File: config.mk
export PLATFORM = sky130hd
export DESIGN_NAME = serial_vid_command_decoder
export DESIGN_NICKNAME = d
export VERILOG_FILES = /design/src/serial_vid_command_decoder.v /design/src/sync_two_ff.v
export VERILOG_INCLUDE_DIRS = /design/src /design/src/src
export SDC_FILE = /design/constraint.sdc
export NUM_CORES = 1
export LEC_CHECK = 0
export BUFFER_PORTS_ARGS = -buffer_cell sky130_fd_sc_hd__buf_2
export CORE_AREA = 4 4 72 81
export DETAILED_ROUTE_END_ITERATION = 8
export DIE_AREA = 0 0 76 85
export PLACE_DENSITY = 0.71
export SYNTH_ARGS = -nofsm -noshare
export SYNTH_HDL_FRONTEND = slang
export SYNTH_SLANG_ARGS = --single-unit
File: constraint.sdc
create_clock -name sys_clk -period 1.8 [get_ports sys_clk]
set_input_delay 0.09 -clock sys_clk [delete_from_list [all_inputs] [get_ports sys_clk]]
set_output_delay 0.09 -clock sys_clk [all_outputs]
set_load 0.02 [all_outputs]
File: src/vid_link_map.vh
// Constants for the serial voltage-identification link decoder
`ifndef VID_LINK_MAP_VH
`define VID_LINK_MAP_VH
`define ADDR_PATTERN 3'b110
`define ADDR_PAT_HI 6
`define ADDR_PAT_LO 4
`define ADDR_SECOND_BIT 2
`define ADDR_FIRST_BIT 1
`define ADDR_BRIDGE_BIT 0
`define DATA_PSAVE_BIT 7
`define CODE_WIDTH 7
`define CODE_RESET 7'h00
`define PSAVE_RESET 1'b1
`define BIT_COUNT_LAST 4'h8
`endif

File: src/serial_vid_command_decoder.v
// Receive-only decoder for the two-wire serial voltage-identification link
// What this block does
// - Address accepted only when bits 6:4 equal 110; bit 3 is ignored.
// - Address bit 2 selects the second core rail, ignored in combined mode.
// - Address bit 1 selects first core rail, or unified rail when combined.
// - Address bit 0 selects the bridge rail.
// - Power-save flag 0: pulse-skipping after boot; on the first core or unified rail it also switches pin offset off.
// - Combined mode with power-save flag 0 runs the core single-phase.
// - Power-save flag 1: forced-PWM after boot; on the first core or unified rail it also applies pin offset again.
// - Combined mode with power-save flag 1 returns core to two-phase.
// - Data bits 6:0 are the voltage code for each selected rail.
// - Output above threshold at cycle start skips the on-pulse regardless.
// - Start: data falls while clock high, from any state.
// - Stop: data rises while clock high; every operation ends with it.
// - Acknowledge the address only on a match and outside programming mode.
// - Acknowledge by holding data low through the ninth clock high phase.
`timescale 1ns/1ns
`include "vid_link_map.vh"
module serial_vid_command_decoder (
	input wire sys_clk,
	input wire reset,
	input wire vid_link_clock,
	input wire vid_link_data,
	output reg vid_link_data_out,
	output reg vid_link_data_oe_n,
	input wire combine_detect_a,
	input wire combine_detect_b,
	input wire programming_mode,
	input wire boot_done,
	input wire offset_pin_enable,
	input wire above_threshold,
	output reg [6:0] second_core_code,
	output reg [6:0] first_core_code,
	output reg [6:0] bridge_code,
	output reg second_core_pwm,
	output reg first_core_pwm,
	output reg bridge_pwm,
	output reg offset_enable,
	output reg two_phase,
	output reg skip_pulse,
	output reg command_strobe
);
	localparam ST_IDLE = 5'b00001;
	localparam ST_ADDR = 5'b00010;
	localparam ST_ADDR_ACK = 5'b00100;
	localparam ST_DATA = 5'b01000;
	localparam ST_DATA_ACK = 5'b10000;

	wire clk_s;
	wire dat_s;
	reg clk_d;
	reg dat_d;
	reg [4:0] state;
	reg [3:0] bit_count;
	reg [7:0] shift;
	reg [2:0] selected;
	reg second_psave;
	reg first_psave;
	reg bridge_psave;
	reg combined;
	reg ack_drive;

	sync_two_ff u_sync_clk (
		.sys_clk(sys_clk),
		.reset(reset),
		.async_in(vid_link_clock),
		.sync_out(clk_s)
	);
	sync_two_ff u_sync_dat (
		.sys_clk(sys_clk),
		.reset(reset),
		.async_in(vid_link_data),
		.sync_out(dat_s)
	);

	// Link edges are found by sampling, so a half period must span several cycles
	wire clk_rise = clk_s & ~clk_d;
	wire clk_fall = ~clk_s & clk_d;
	wire start_cond = clk_s & clk_d & dat_d & ~dat_s;
	wire stop_cond = clk_s & clk_d & ~dat_d & dat_s;
	wire [7:0] rx_byte = {shift[6:0], dat_s};
	// The seven address bits sit above the direction bit in the first byte
	wire [6:0] rx_addr = rx_byte[7:1];
	wire combine_now = combine_detect_a | combine_detect_b;
	// Address match; bit 3 and the direction bit are don't-care
	wire addr_match = (rx_addr[`ADDR_PAT_HI:`ADDR_PAT_LO] == `ADDR_PATTERN);
	// In combined mode the second core select is dropped; bit 1 feeds the unified rail
	wire [2:0] sel_now = {rx_addr[`ADDR_SECOND_BIT] & ~combine_now,
		rx_addr[`ADDR_FIRST_BIT], rx_addr[`ADDR_BRIDGE_BIT]};

	always @(posedge sys_clk or posedge reset) begin
		if (reset) begin
			clk_d <= 1'b1;
			dat_d <= 1'b1;
			state <= ST_IDLE;
			bit_count <= 4'h0;
			shift <= 8'h00;
			selected <= 3'h0;
			ack_drive <= 1'b0;
			second_core_code <= `CODE_RESET;
			first_core_code <= `CODE_RESET;
			bridge_code <= `CODE_RESET;
			second_psave <= `PSAVE_RESET;
			first_psave <= `PSAVE_RESET;
			bridge_psave <= `PSAVE_RESET;
			combined <= 1'b0;
			command_strobe <= 1'b0;
		end else begin
			clk_d <= clk_s;
			dat_d <= dat_s;
			command_strobe <= 1'b0;
			combined <= combine_now;
			// Start and stop override any state, so a cut frame always recovers
			if (start_cond) begin
				state <= ST_ADDR;
				bit_count <= 4'h0;
				ack_drive <= 1'b0;
			end else if (stop_cond) begin
				state <= ST_IDLE;
				ack_drive <= 1'b0;
			end else begin
				case (state)
				ST_ADDR: begin
					if (clk_rise) begin
						shift <= rx_byte;
						bit_count <= bit_count + 4'h1;
						if (bit_count == `BIT_COUNT_LAST - 4'h1) begin
							if (addr_match && !programming_mode) begin
								selected <= sel_now;
								state <= ST_ADDR_ACK;
							end else begin
								state <= ST_IDLE;
							end
						end
					end
				end
				ST_ADDR_ACK: begin
					// Drive low on the fall after bit 8, release after the ninth pulse
					if (clk_fall) begin
						if (ack_drive) begin
							ack_drive <= 1'b0;
							state <= ST_DATA;
							bit_count <= 4'h0;
						end else begin
							ack_drive <= 1'b1;
						end
					end
				end
				ST_DATA: begin
					if (clk_rise) begin
						shift <= rx_byte;
						bit_count <= bit_count + 4'h1;
						if (bit_count == `BIT_COUNT_LAST - 4'h1) begin
							state <= ST_DATA_ACK;
							command_strobe <= 1'b1;
							// Same byte goes to every selected rail
							if (selected[2]) begin
								second_core_code <= rx_byte[`CODE_WIDTH-1:0];
								second_psave <= rx_byte[`DATA_PSAVE_BIT];
							end
							if (selected[1]) begin
								first_core_code <= rx_byte[`CODE_WIDTH-1:0];
								first_psave <= rx_byte[`DATA_PSAVE_BIT];
							end
							if (selected[0]) begin
								bridge_code <= rx_byte[`CODE_WIDTH-1:0];
								bridge_psave <= rx_byte[`DATA_PSAVE_BIT];
							end
						end
					end
				end
				ST_DATA_ACK: begin
					if (clk_fall) begin
						if (ack_drive) begin
							ack_drive <= 1'b0;
							state <= ST_IDLE; // Further bytes wait for the next start
						end else begin
							ack_drive <= 1'b1;
						end
					end
				end
				ST_IDLE: begin
					ack_drive <= 1'b0;
				end
				default: begin
					state <= ST_IDLE;
				end
				endcase
			end
		end
	end

	// Registered pin and mode outputs; PWM mode follows the flag only after boot
	always @(posedge sys_clk or posedge reset) begin
		if (reset) begin
			vid_link_data_out <= 1'b1;
			vid_link_data_oe_n <= 1'b1;
			second_core_pwm <= 1'b1;
			first_core_pwm <= 1'b1;
			bridge_pwm <= 1'b1;
			offset_enable <= 1'b0;
			two_phase <= 1'b1;
			skip_pulse <= 1'b0;
		end else begin
			vid_link_data_out <= 1'b0;
			vid_link_data_oe_n <= ~ack_drive;
			// Boot mode keeps forced-PWM until boot_done
			second_core_pwm <= ~boot_done | second_psave;
			first_core_pwm <= ~boot_done | first_psave;
			bridge_pwm <= ~boot_done | bridge_psave;
			// Offset and phase follow the first core flag, which also serves the unified rail
			offset_enable <= offset_pin_enable & first_psave;
			two_phase <= ~combined | first_psave;
			skip_pulse <= above_threshold;
		end
	end
endmodule // serial_vid_command_decoder

File: src/sync_two_ff.v
// Two flip-flop synchroniser for one asynchronous level
`timescale 1ns/1ns
module sync_two_ff (
	input wire sys_clk,
	input wire reset,
	input wire async_in,
	output reg sync_out
);
	reg stage_one;

	// Resets high because an idle bus line rests high
	always @(posedge sys_clk or posedge reset) begin
		if (reset) begin
			stage_one <= 1'b1;
			sync_out <= 1'b1;
		end else begin
			stage_one <= async_in;
			sync_out <= stage_one;
		end
	end
endmodule // sync_two_ff

Word-level counts from Yosys, hierarchy flattened
Index checks and enable logic that the tools add are counted.
{ "totals": {"regBits": 60, "word_cells": 115} }
{ "classes": {"eq_ne": 21, "add_sub_neg": 1, "reduce_logical": 14, "n_mux": 28, "bitwise_logic": 24} }
{ "ops": {"columns": ["operator", "n"], "rows": [
  ["two-way mux 5 bit", 10],
  ["inequality test 4 bit (second input constant)", 8],
  ["case mux 5 bit (5 select lines)", 1],
  ["AND reduction 6 bit", 4],
  ["two-way mux 4 bit", 5],
  ["NOT 1 bit", 10],
  ["AND 1 bit", 9],
  ["two-way mux 1 bit", 9],
  ["inequality test 3 bit (second input constant)", 3],
  ["AND reduction 9 bit", 1],
  ["case mux 4 bit (2 select lines)", 1],
  ["equality test 5 x 1 -> 1 bit (second input constant)", 1],
  ["equality test 5 x 2 -> 1 bit (second input constant)", 1],
  ["equality test 5 x 3 -> 1 bit (second input constant)", 1],
  ["equality test 5 x 4 -> 1 bit (second input constant)", 1],
  ["equality test 5 bit (second input constant)", 1],
  ["OR 1 bit", 5],
  ["AND reduction 5 bit", 1],
  ["adder 4 x 1 -> 4 bit (second input constant)", 1],
  ["equality test 4 x 3 -> 1 bit (second input constant)", 1],
  ["inequality test 4 x 1 -> 1 bit (second input constant)", 1],
  ["AND reduction 4 bit", 1],
  ["nonzero test 4 bit", 1],
  ["OR reduction 2 bit", 2],
  ["other kinds (9)", 9]
]} }

Depth between registers and ports, before layout
Gate-level depths: netlist (run 1).
{ "depth": {"ltp_word": 8, "depth_mapped": 7, "depth_no_buf": 5} }

Hierarchy
From an unflattened synthesis (run 1), not the netlist that was laid out.
{ "hier_totals": {"hier_cells": 181, "hier_area_um2": 2516.2} }
{ "modules_own_cells": {"columns": ["module", "cells_per_inst", "area_per_inst_um2", "n_inst", "seq_area_each_um2"], "rows": [
  ["serial_vid_command_decoder", 175, 2403.6, 1, 1416.4],
  ["sync_two_ff", 3, 56.3, 2, 52.6]
]} }

Worst setup path before layout (run 1)
OpenSTA, ideal clock, no wires.
{ "synth_path": {"path_kind": "reg2reg", "start": "reg u_sync_clk.sync_out", "end": "reg state[2]", "synth_period_minus_slack_ns": 1.819, "required_time_ns": 1.723, "path_stages_with_launch": 6, "t_arrival_ns": 1.742, "setup_time_ns": 0.077, "setup_slack_ns": -0.019, "path_cell_list": "dfstp_2 > nor2b_4 > nand4b_4 > a22o_1 > or4_1 > a21oi_1"} }
{ "synth_between": {"elab_chain_cells": 5, "elab_cells_between_ends": 20, "classes_between": "eq/ne: 9; mux: 2; bitwise: 8; reduce/logical: 1"} }
{ "synth_lines": {"columns": ["element", "line", "source"], "rows": [
  ["start, declared", "sync_two_ff.v:7", "output reg sync_out"],
  ["start signal, assigned", "sync_two_ff.v:18", "sync_out <= stage_one;"],
  ["AND 1 bit", "serial_vid_command_decoder.v:79, serial_vid_command_decoder.v:80", null],
  ["AND 1 bit (on tied branches) (2 in series)", "serial_vid_command_decoder.v:79, serial_vid_command_decoder.v:80", null],
  ["inequality test 4 bit (no source line), or another cell as far along", null, null],
  ["AND reduction 9 bit (no source line) or two-way mux 5 bit (tied branches)", null, null],
  ["end signal, assigned", "serial_vid_command_decoder.v:95", "state <= ST_IDLE;"],
  ["end signal, assigned", "serial_vid_command_decoder.v:115", "state <= ST_ADDR;"],
  ["end signal, assigned", "serial_vid_command_decoder.v:119", "state <= ST_IDLE;"],
  ["end, declared", "serial_vid_command_decoder.v:53", "reg [4:0] state;"]
]} }
Several ways; a longest one is shown, not always the timed one.
A chain may end at the register's enable or synchronous reset.

Final worst setup path (run 1)
Same ends and word-level chain as after synthesis.

==> impl_metrics.yaml, run 1 <==
detailed_routing:
  final_antenna_net_count: 0
  avgRoutedWirePerCell_um: 14.83
  drc: 0
  wl_mm: 4.924
  firstDrtPassIters: 4
  via_per_inst: 5.175
  drt_first_iter_violations: 99
  vias: 1718
synth:
  synth_seq_cells: 60
  ys.flop_type: "dfrtp_1"
  async_reset_ff_frac: 1.000
  synth_most_common_cell: "dfrtp_1"
  synthDistinctLibCells: 38
  ys_seq_area_frac: 0.6249
  yosysWarningCount: 0
  yosysTopAreaCellShare: 0.4522
  synth_area_per_cell_um2: 12.81
  synthesis.nets: 201
  synth_common_cells: "44 x dfrtp_1, 31 x nand2_1, 26 x mux2_2, 16 x dfstp_2, 10 x nor2_1"
  syn_inst: 190
  synth_edf_count: 0
  yosysTopAreaCell: "dfrtp_1"
  syn_area_mm2: 0.002435
  synth_area_leaders: "dfrtp_1 45%, dfstp_2 17%, mux2_2 12%"
pwr:
  vdd_drop_max_uv: 593.5
  power_leakage_nw: 1.667
  pwr_density_cell_mw_per_mm2: 862.5
global_routing:
  grt_most_used_layer: "met2"
  grt_usage: 0.1655
  global_route.usage.met3: 0.03715
  grt_pass1_wl_mm: 8.514
  grt-ovfl-total: 0
  grt_pass1_vias: 1810
  grt_max_degree: 61
  antenna_found_initial: 0
  use_met2: 0.2656
  grtUsageMet1: 0.2044
worst_hold_path:
  worstHoldPathCells: 4
  hp-class: "in2reg"
timing:
  finalSetupTns_ns: -0.02843
  final_hold_viol_count: 0
  layout_min_cycle_time_ns: 1.828
  drv_slew: 0
  max_freq_ghz: 0.5469
  finalSetupViolCount: 1
  setup_ws_ns: -0.02843
  fin_skew_ns: 0.007193
  fin_crit_sh: 1.016
  rsz0062_at_grt: "yes"
outcome:
  run_status: "finished with violations"
  violations: "setup timing"
layout:
  layout.nets: 280
  area_growth_pct: 31.96
  drive_gt1_frac: 0.4964
  final_util: 0.6470
  antenna_cells: 0
cts:
  clockRootBuffer: "clkbuf_8"
  clk_pin_slew_ns: 0.06
  cts_buffer_depth: 2
  insertion_delay_ns: 0.34
  cts_made_buffers: 9
  htreeDepth: 3
  cts_tree: "yes"
  clock-sinks: 60
setup_path:
  worst_ep_arrival_time_ns: 2.10
  endpoint_kind: "flop"
  worstRegToRegCells: 5
  crit_path_max_fanout: 3
  crit_type: "reg2reg"
  critical_path_required_ns: 2.07
  startpoint_type: "flop"
floorplanning:
  die_h_um: 85
  fp.dieArea_mm2: 0.006460
  die_width_um: 76
  ioPinCount: 40
  num_rows: 27
  initial_core_util: 0.4903
  core_mm2: 0.004966
placement:
  place.gp.congestion: 0.9129
  portBuffers: 39
  post-place-ws_ns: -0.02649
  hpwl_mm: 3.309
run:
  maxCapViolCount: 0
[logic make-up after synthesis]
| logic type | synth area share |
|---|---|
| DFF | 0.6249 |
| muxes | 0.1285 |
| xor gates and xnor gates | 0.02107 |
| other | 0.001540 |
| AOI/OAI and AO/OA | 0.05345 |
| adders and majority gates | 0.005138 |
| and+or+nand+nor | 0.1485 |
| buffers and inverters | 0.01696 |
[worst paths after layout]
kind | from | to | slack [ns]
max in group asynchronous | reset | bridge_pwm$_DFF_PP1_ | 1.15
worst max register to register | u_sync_clk.sync_out$_DFF_PP1_ | state[2]$_DFFE_PP0P_ | -0.03
worst min-delay path | combine_detect_b | selected[2]$_DFFE_PP0P_ | 0.06
worst min register to register | u_sync_dat.stage_one$_DFF_PP1_ | u_sync_dat.sync_out$_DFF_PP1_ | 0.36
min in group asynchronous | reset | command_strobe$_DFF_PP0_ | 0.35
worst max-delay path | u_sync_clk.sync_out$_DFF_PP1_ | state[2]$_DFFE_PP0P_ | -0.03
[metrics by stage]
step | std cells | total power [W] | instance area (µm²) | hold slack (ns)
after global routing | 332 | 0.002873 | 3213 | 0.09860
after global placement | 306 | 0.001508 | 2878 | 0.1769
after floorplan | 190 | 0.001465 | 2447 | 0.09448
after CTS | 331 | 0.002789 | 3182 | 0.04984
final | 332 | 0.002771 | 3213 | 0.06156
after detailed placement | 306 | 0.001510 | 2878 | 0.1768
[cell type report]
class                   count  area (µm²)
inverters                   7       26.28
fillers                   385        1753
well taps                  58       72.57
clock buffers              13       168.9
clock inverters             3       43.79
flip-flops and latches     60        1523
multi-input cells         120       910.9
repair buffers             71       467.9
[per-layer routing]
layer	routed length (µm)	part of all wire
met5	0	0
met4	131	0.027
met3	167	0.034
met2	2492	0.51
met1	2132	0.43
[power breakdown]
group	internal [W]	switching (W)	total (W)
logic	0.0000497	0.0000638	0.000113
clock network	0.000753	0.000517	0.00127
registers	0.00138	0.0000113	0.00139
total	0.00218	0.000592	0.00277
[cells in the final DEF (no fill, tap or decap), drive strengths merged, types with 3 or more instances in the layout]
cell | Yosys | layout
nand2b | 6 | 6
inv | 7 | 7
buf | 3 | 63
xnor2 | 5 | 5
a21oi | 5 | 5
clkbuf | 0 | 13
nand3 | 4 | 4
dlygate4sd3 | 0 | 8
mux2 | 26 | 26
nand2 | 31 | 31
o21ai | 3 | 3
dfstp | 16 | 16
nor2 | 10 | 10
and2 | 3 | 3
dfrtp | 44 | 44
[registers in the layout (all words and copies together) (netlist names), 3 cells and up]
name              count
bit_count             4
bridge_code           7
first_core_code       7
second_core_code      7
selected              3
shift                 7
state                 5
[worst max-delay path, stage by stage (launching register included)]
cell      delay (ns)
dfstp_2         0.54
nor2b_4         0.17
nand4b_4        0.14
a22o_4          0.28
or4_4           0.51
a21oi_2         0.12
[timing repair]
item | in CTS | in global routing
setup endpoints to repair | 23 | 15
gates resized for setup | 2 | 6
buffers inserted | 1 | 1
hold buffers | 8 | 0
endpoints found under the hold margin | 52 | 0
pin swaps | 1 | 0
Note: power is estimated with default switching activity, not from simulation.
==> inputs of run 2 (changes only) <==
--- a/config.mk
+++ b/config.mk
@@ -7,10 +7,12 @@
 export NUM_CORES = 1
 export LEC_CHECK = 0
 export BUFFER_PORTS_ARGS = -buffer_cell sky130_fd_sc_hd__buf_2
-export CORE_AREA = 4 4 72 81
+export CORE_AREA = 4 4 75 77
 export DETAILED_ROUTE_END_ITERATION = 8
-export DIE_AREA = 0 0 76 85
-export PLACE_DENSITY = 0.71
+export DIE_AREA = 0 0 79 81
+export PLACE_DENSITY = 0.72
+export SLEW_MARGIN = 20
 export SYNTH_ARGS = -nofsm -noshare
 export SYNTH_HDL_FRONTEND = slang
 export SYNTH_SLANG_ARGS = --single-unit
+export TNS_END_PERCENT = 50
==> run 2 against run 1 <==
  * The run still ends with setup timing left
  * Critical path depth is the same
  * Utilization is essentially flat
  * Via count shrank 3.8%
  * Sequential power is essentially flat
  * Non-clock buffer count shrank 3
  * Critical path type unchanged
  * Critical endpoint unchanged
  * Highest routed layer unchanged
==> impl_metrics.yaml, run 2 (synthesis results as in run 1) <==
timing:
  final_hold_viol_count: 0
  drv_slew: 0
  layout_min_cycle_time_ns: 1.834
  slew_headroom: 0.6283
  fin_crit_sh: 1.019
  finalSetupViolCount: 1
  tightestPinTransition_ns: 0.5567
  fin_skew_ns: 0.007141
  whs_ns: 0.06313
  setup_ws_ns: -0.03375
  rsz0062_at_grt: "yes"
  max_freq_ghz: 0.5453
detailed_routing:
  drc: 0
  wl_mm: 4.837
  avgRoutedWirePerCell_um: 14.18
  firstDrtPassIters: 4
  final_antenna_net_count: 0
  via_per_inst: 4.848
  drt_first_iter_violations: 65
  vias: 1653
floorplanning:
  die_width_um: 79
  num_rows: 26
  core_mm2: 0.005010
  ioPinCount: 40
  die_h_um: 81
  initial_core_util: 0.4860
  fp.dieArea_mm2: 0.006399
setup_path:
  crit_path_max_fanout: 3
  crit_type: "reg2reg"
  endpoint_kind: "flop"
  worst_ep_arrival_time_ns: 2.09
  startpoint_type: "flop"
  critical_path_required_ns: 2.06
cts:
  htreeDepth: 3
  cts_made_buffers: 9
  cts_tree: "yes"
  insertion_delay_ns: 0.33
  cts_buffer_depth: 2
  clk_pin_slew_ns: 0.07
  clock-sinks: 60
  cts_setup_buffers: 0
  clockRootBuffer: "clkbuf_8"
placement:
  place.gp.congestion: 0.8135
  portBuffers: 39
  hpwl_mm: 3.473
layout:
  area_growth_pct: 33.20
  antenna_cells: 0
  layout.nets: 277
  drive_gt1_frac: 0.4945
  final_common_cell: "dfrtp_1"
  final_cell_mix: "43 x dfrtp_1, 39 x buf_2, 31 x nand2_1, 26 x mux2_2, 20 x buf_4"
pwr:
  power_leakage_nw: 1.660
  pwr_density_cell_mw_per_mm2: 919.1
  vdd_drop_max_uv: 810.2
  power_w: 0.002981
outcome:
  violations: "setup timing"
  run_status: "finished with violations"
global_routing:
  grt_pass1_wl_mm: 8.431
  grt-ovfl-total: 0
  grt_usage: 0.1742
  grt_max_degree: 28
  antenna_found_initial: 0
  grt_pass1_vias: 1760
worst_hold_path:
  hp-class: "in2reg"
run:
  maxCapViolCount: 0
[run 2: report_power, final]
group / switching [W] / internal (W)
clock network: 0.000526 / 0.000957
registers: 0.0000124 / 0.00138
logic: 0.0000617 / 0.0000468
[run 2: what timing repair did]
| action | CTS | global route |
|---|---|---|
| resized for setup | 2 | 7 |
| hold buffers | 8 | 0 |
| cloned | 0 | 0 |
| pin swaps | 1 | 0 |
| hold endpoints to repair | 28 | 0 |
| setup endpoints to repair | 11 | 34 |
[run 2: area by class of cell]
| class | count | area (µm²) |
|---|---|---|
| fillers | 405 | 1767 |
| flip-flops and latches | 60 | 1523 |
| multi-input cells | 120 | 912.1 |
| repair buffers | 68 | 445.4 |
| clock buffers | 10 | 137.6 |
| clock inverters | 6 | 111.4 |
| well taps | 70 | 87.58 |
| inverters | 7 | 26.28 |
[run 2: metal layers]
metal,GRT usage,vias to the layer above,wire length [µm]
li1,-,799,-
met1,0.2287,800,2285
met2,0.2694,43,2257
met3,0.03659,11,183
met4,0.09966,0,110
met5,0,-,0
[run 2: worst max-delay path: stages, from the launching register on]
cell,delay [ns]
dfstp_2,0.54
nor2b_4,0.17
nand4b_4,0.12
a22o_4,0.28
or4_1,0.53
a21oi_2,0.13
[run 2: through the flow]
step / setup TNS (ns) / instance area (µm²) / setup WS, ns / util / instances
after floorplan: -0.04327 / 2444 / -0.01687 / - / 190
after global routing: -0.3285 / 3243 / -0.1018 / 0.6474 / 341
after detailed placement: -0.02624 / 2882 / -0.01316 / 0.5752 / 317
after global placement: 0 / 2882 / 0.01327 / 0.5752 / 317
final: -0.03375 / 3243 / -0.03375 / 0.6474 / 341
after CTS: -0.03032 / 3214 / -0.01176 / 0.6416 / 341
[run 2: worst paths after layout]
check                                               start                             end  slack (ns)  cells after the start
setup / recovery            u_sync_clk.sync_out$_DFF_PP1_            state[2]$_DFFE_PP0P_       -0.03                      5
hold / removal                           combine_detect_a         selected[2]$_DFFE_PP0P_        0.06                      4
setup reg to reg            u_sync_clk.sync_out$_DFF_PP1_            state[2]$_DFFE_PP0P_       -0.03                      5
hold reg to reg            u_sync_clk.stage_one$_DFF_PP1_   u_sync_clk.sync_out$_DFF_PP1_        0.36                      0
max in group asynchronous                           reset         first_psave$_DFFE_PP1P_        0.83                      4
min in group asynchronous                           reset  first_core_code[2]$_DFFE_PP0P_        0.36                      3
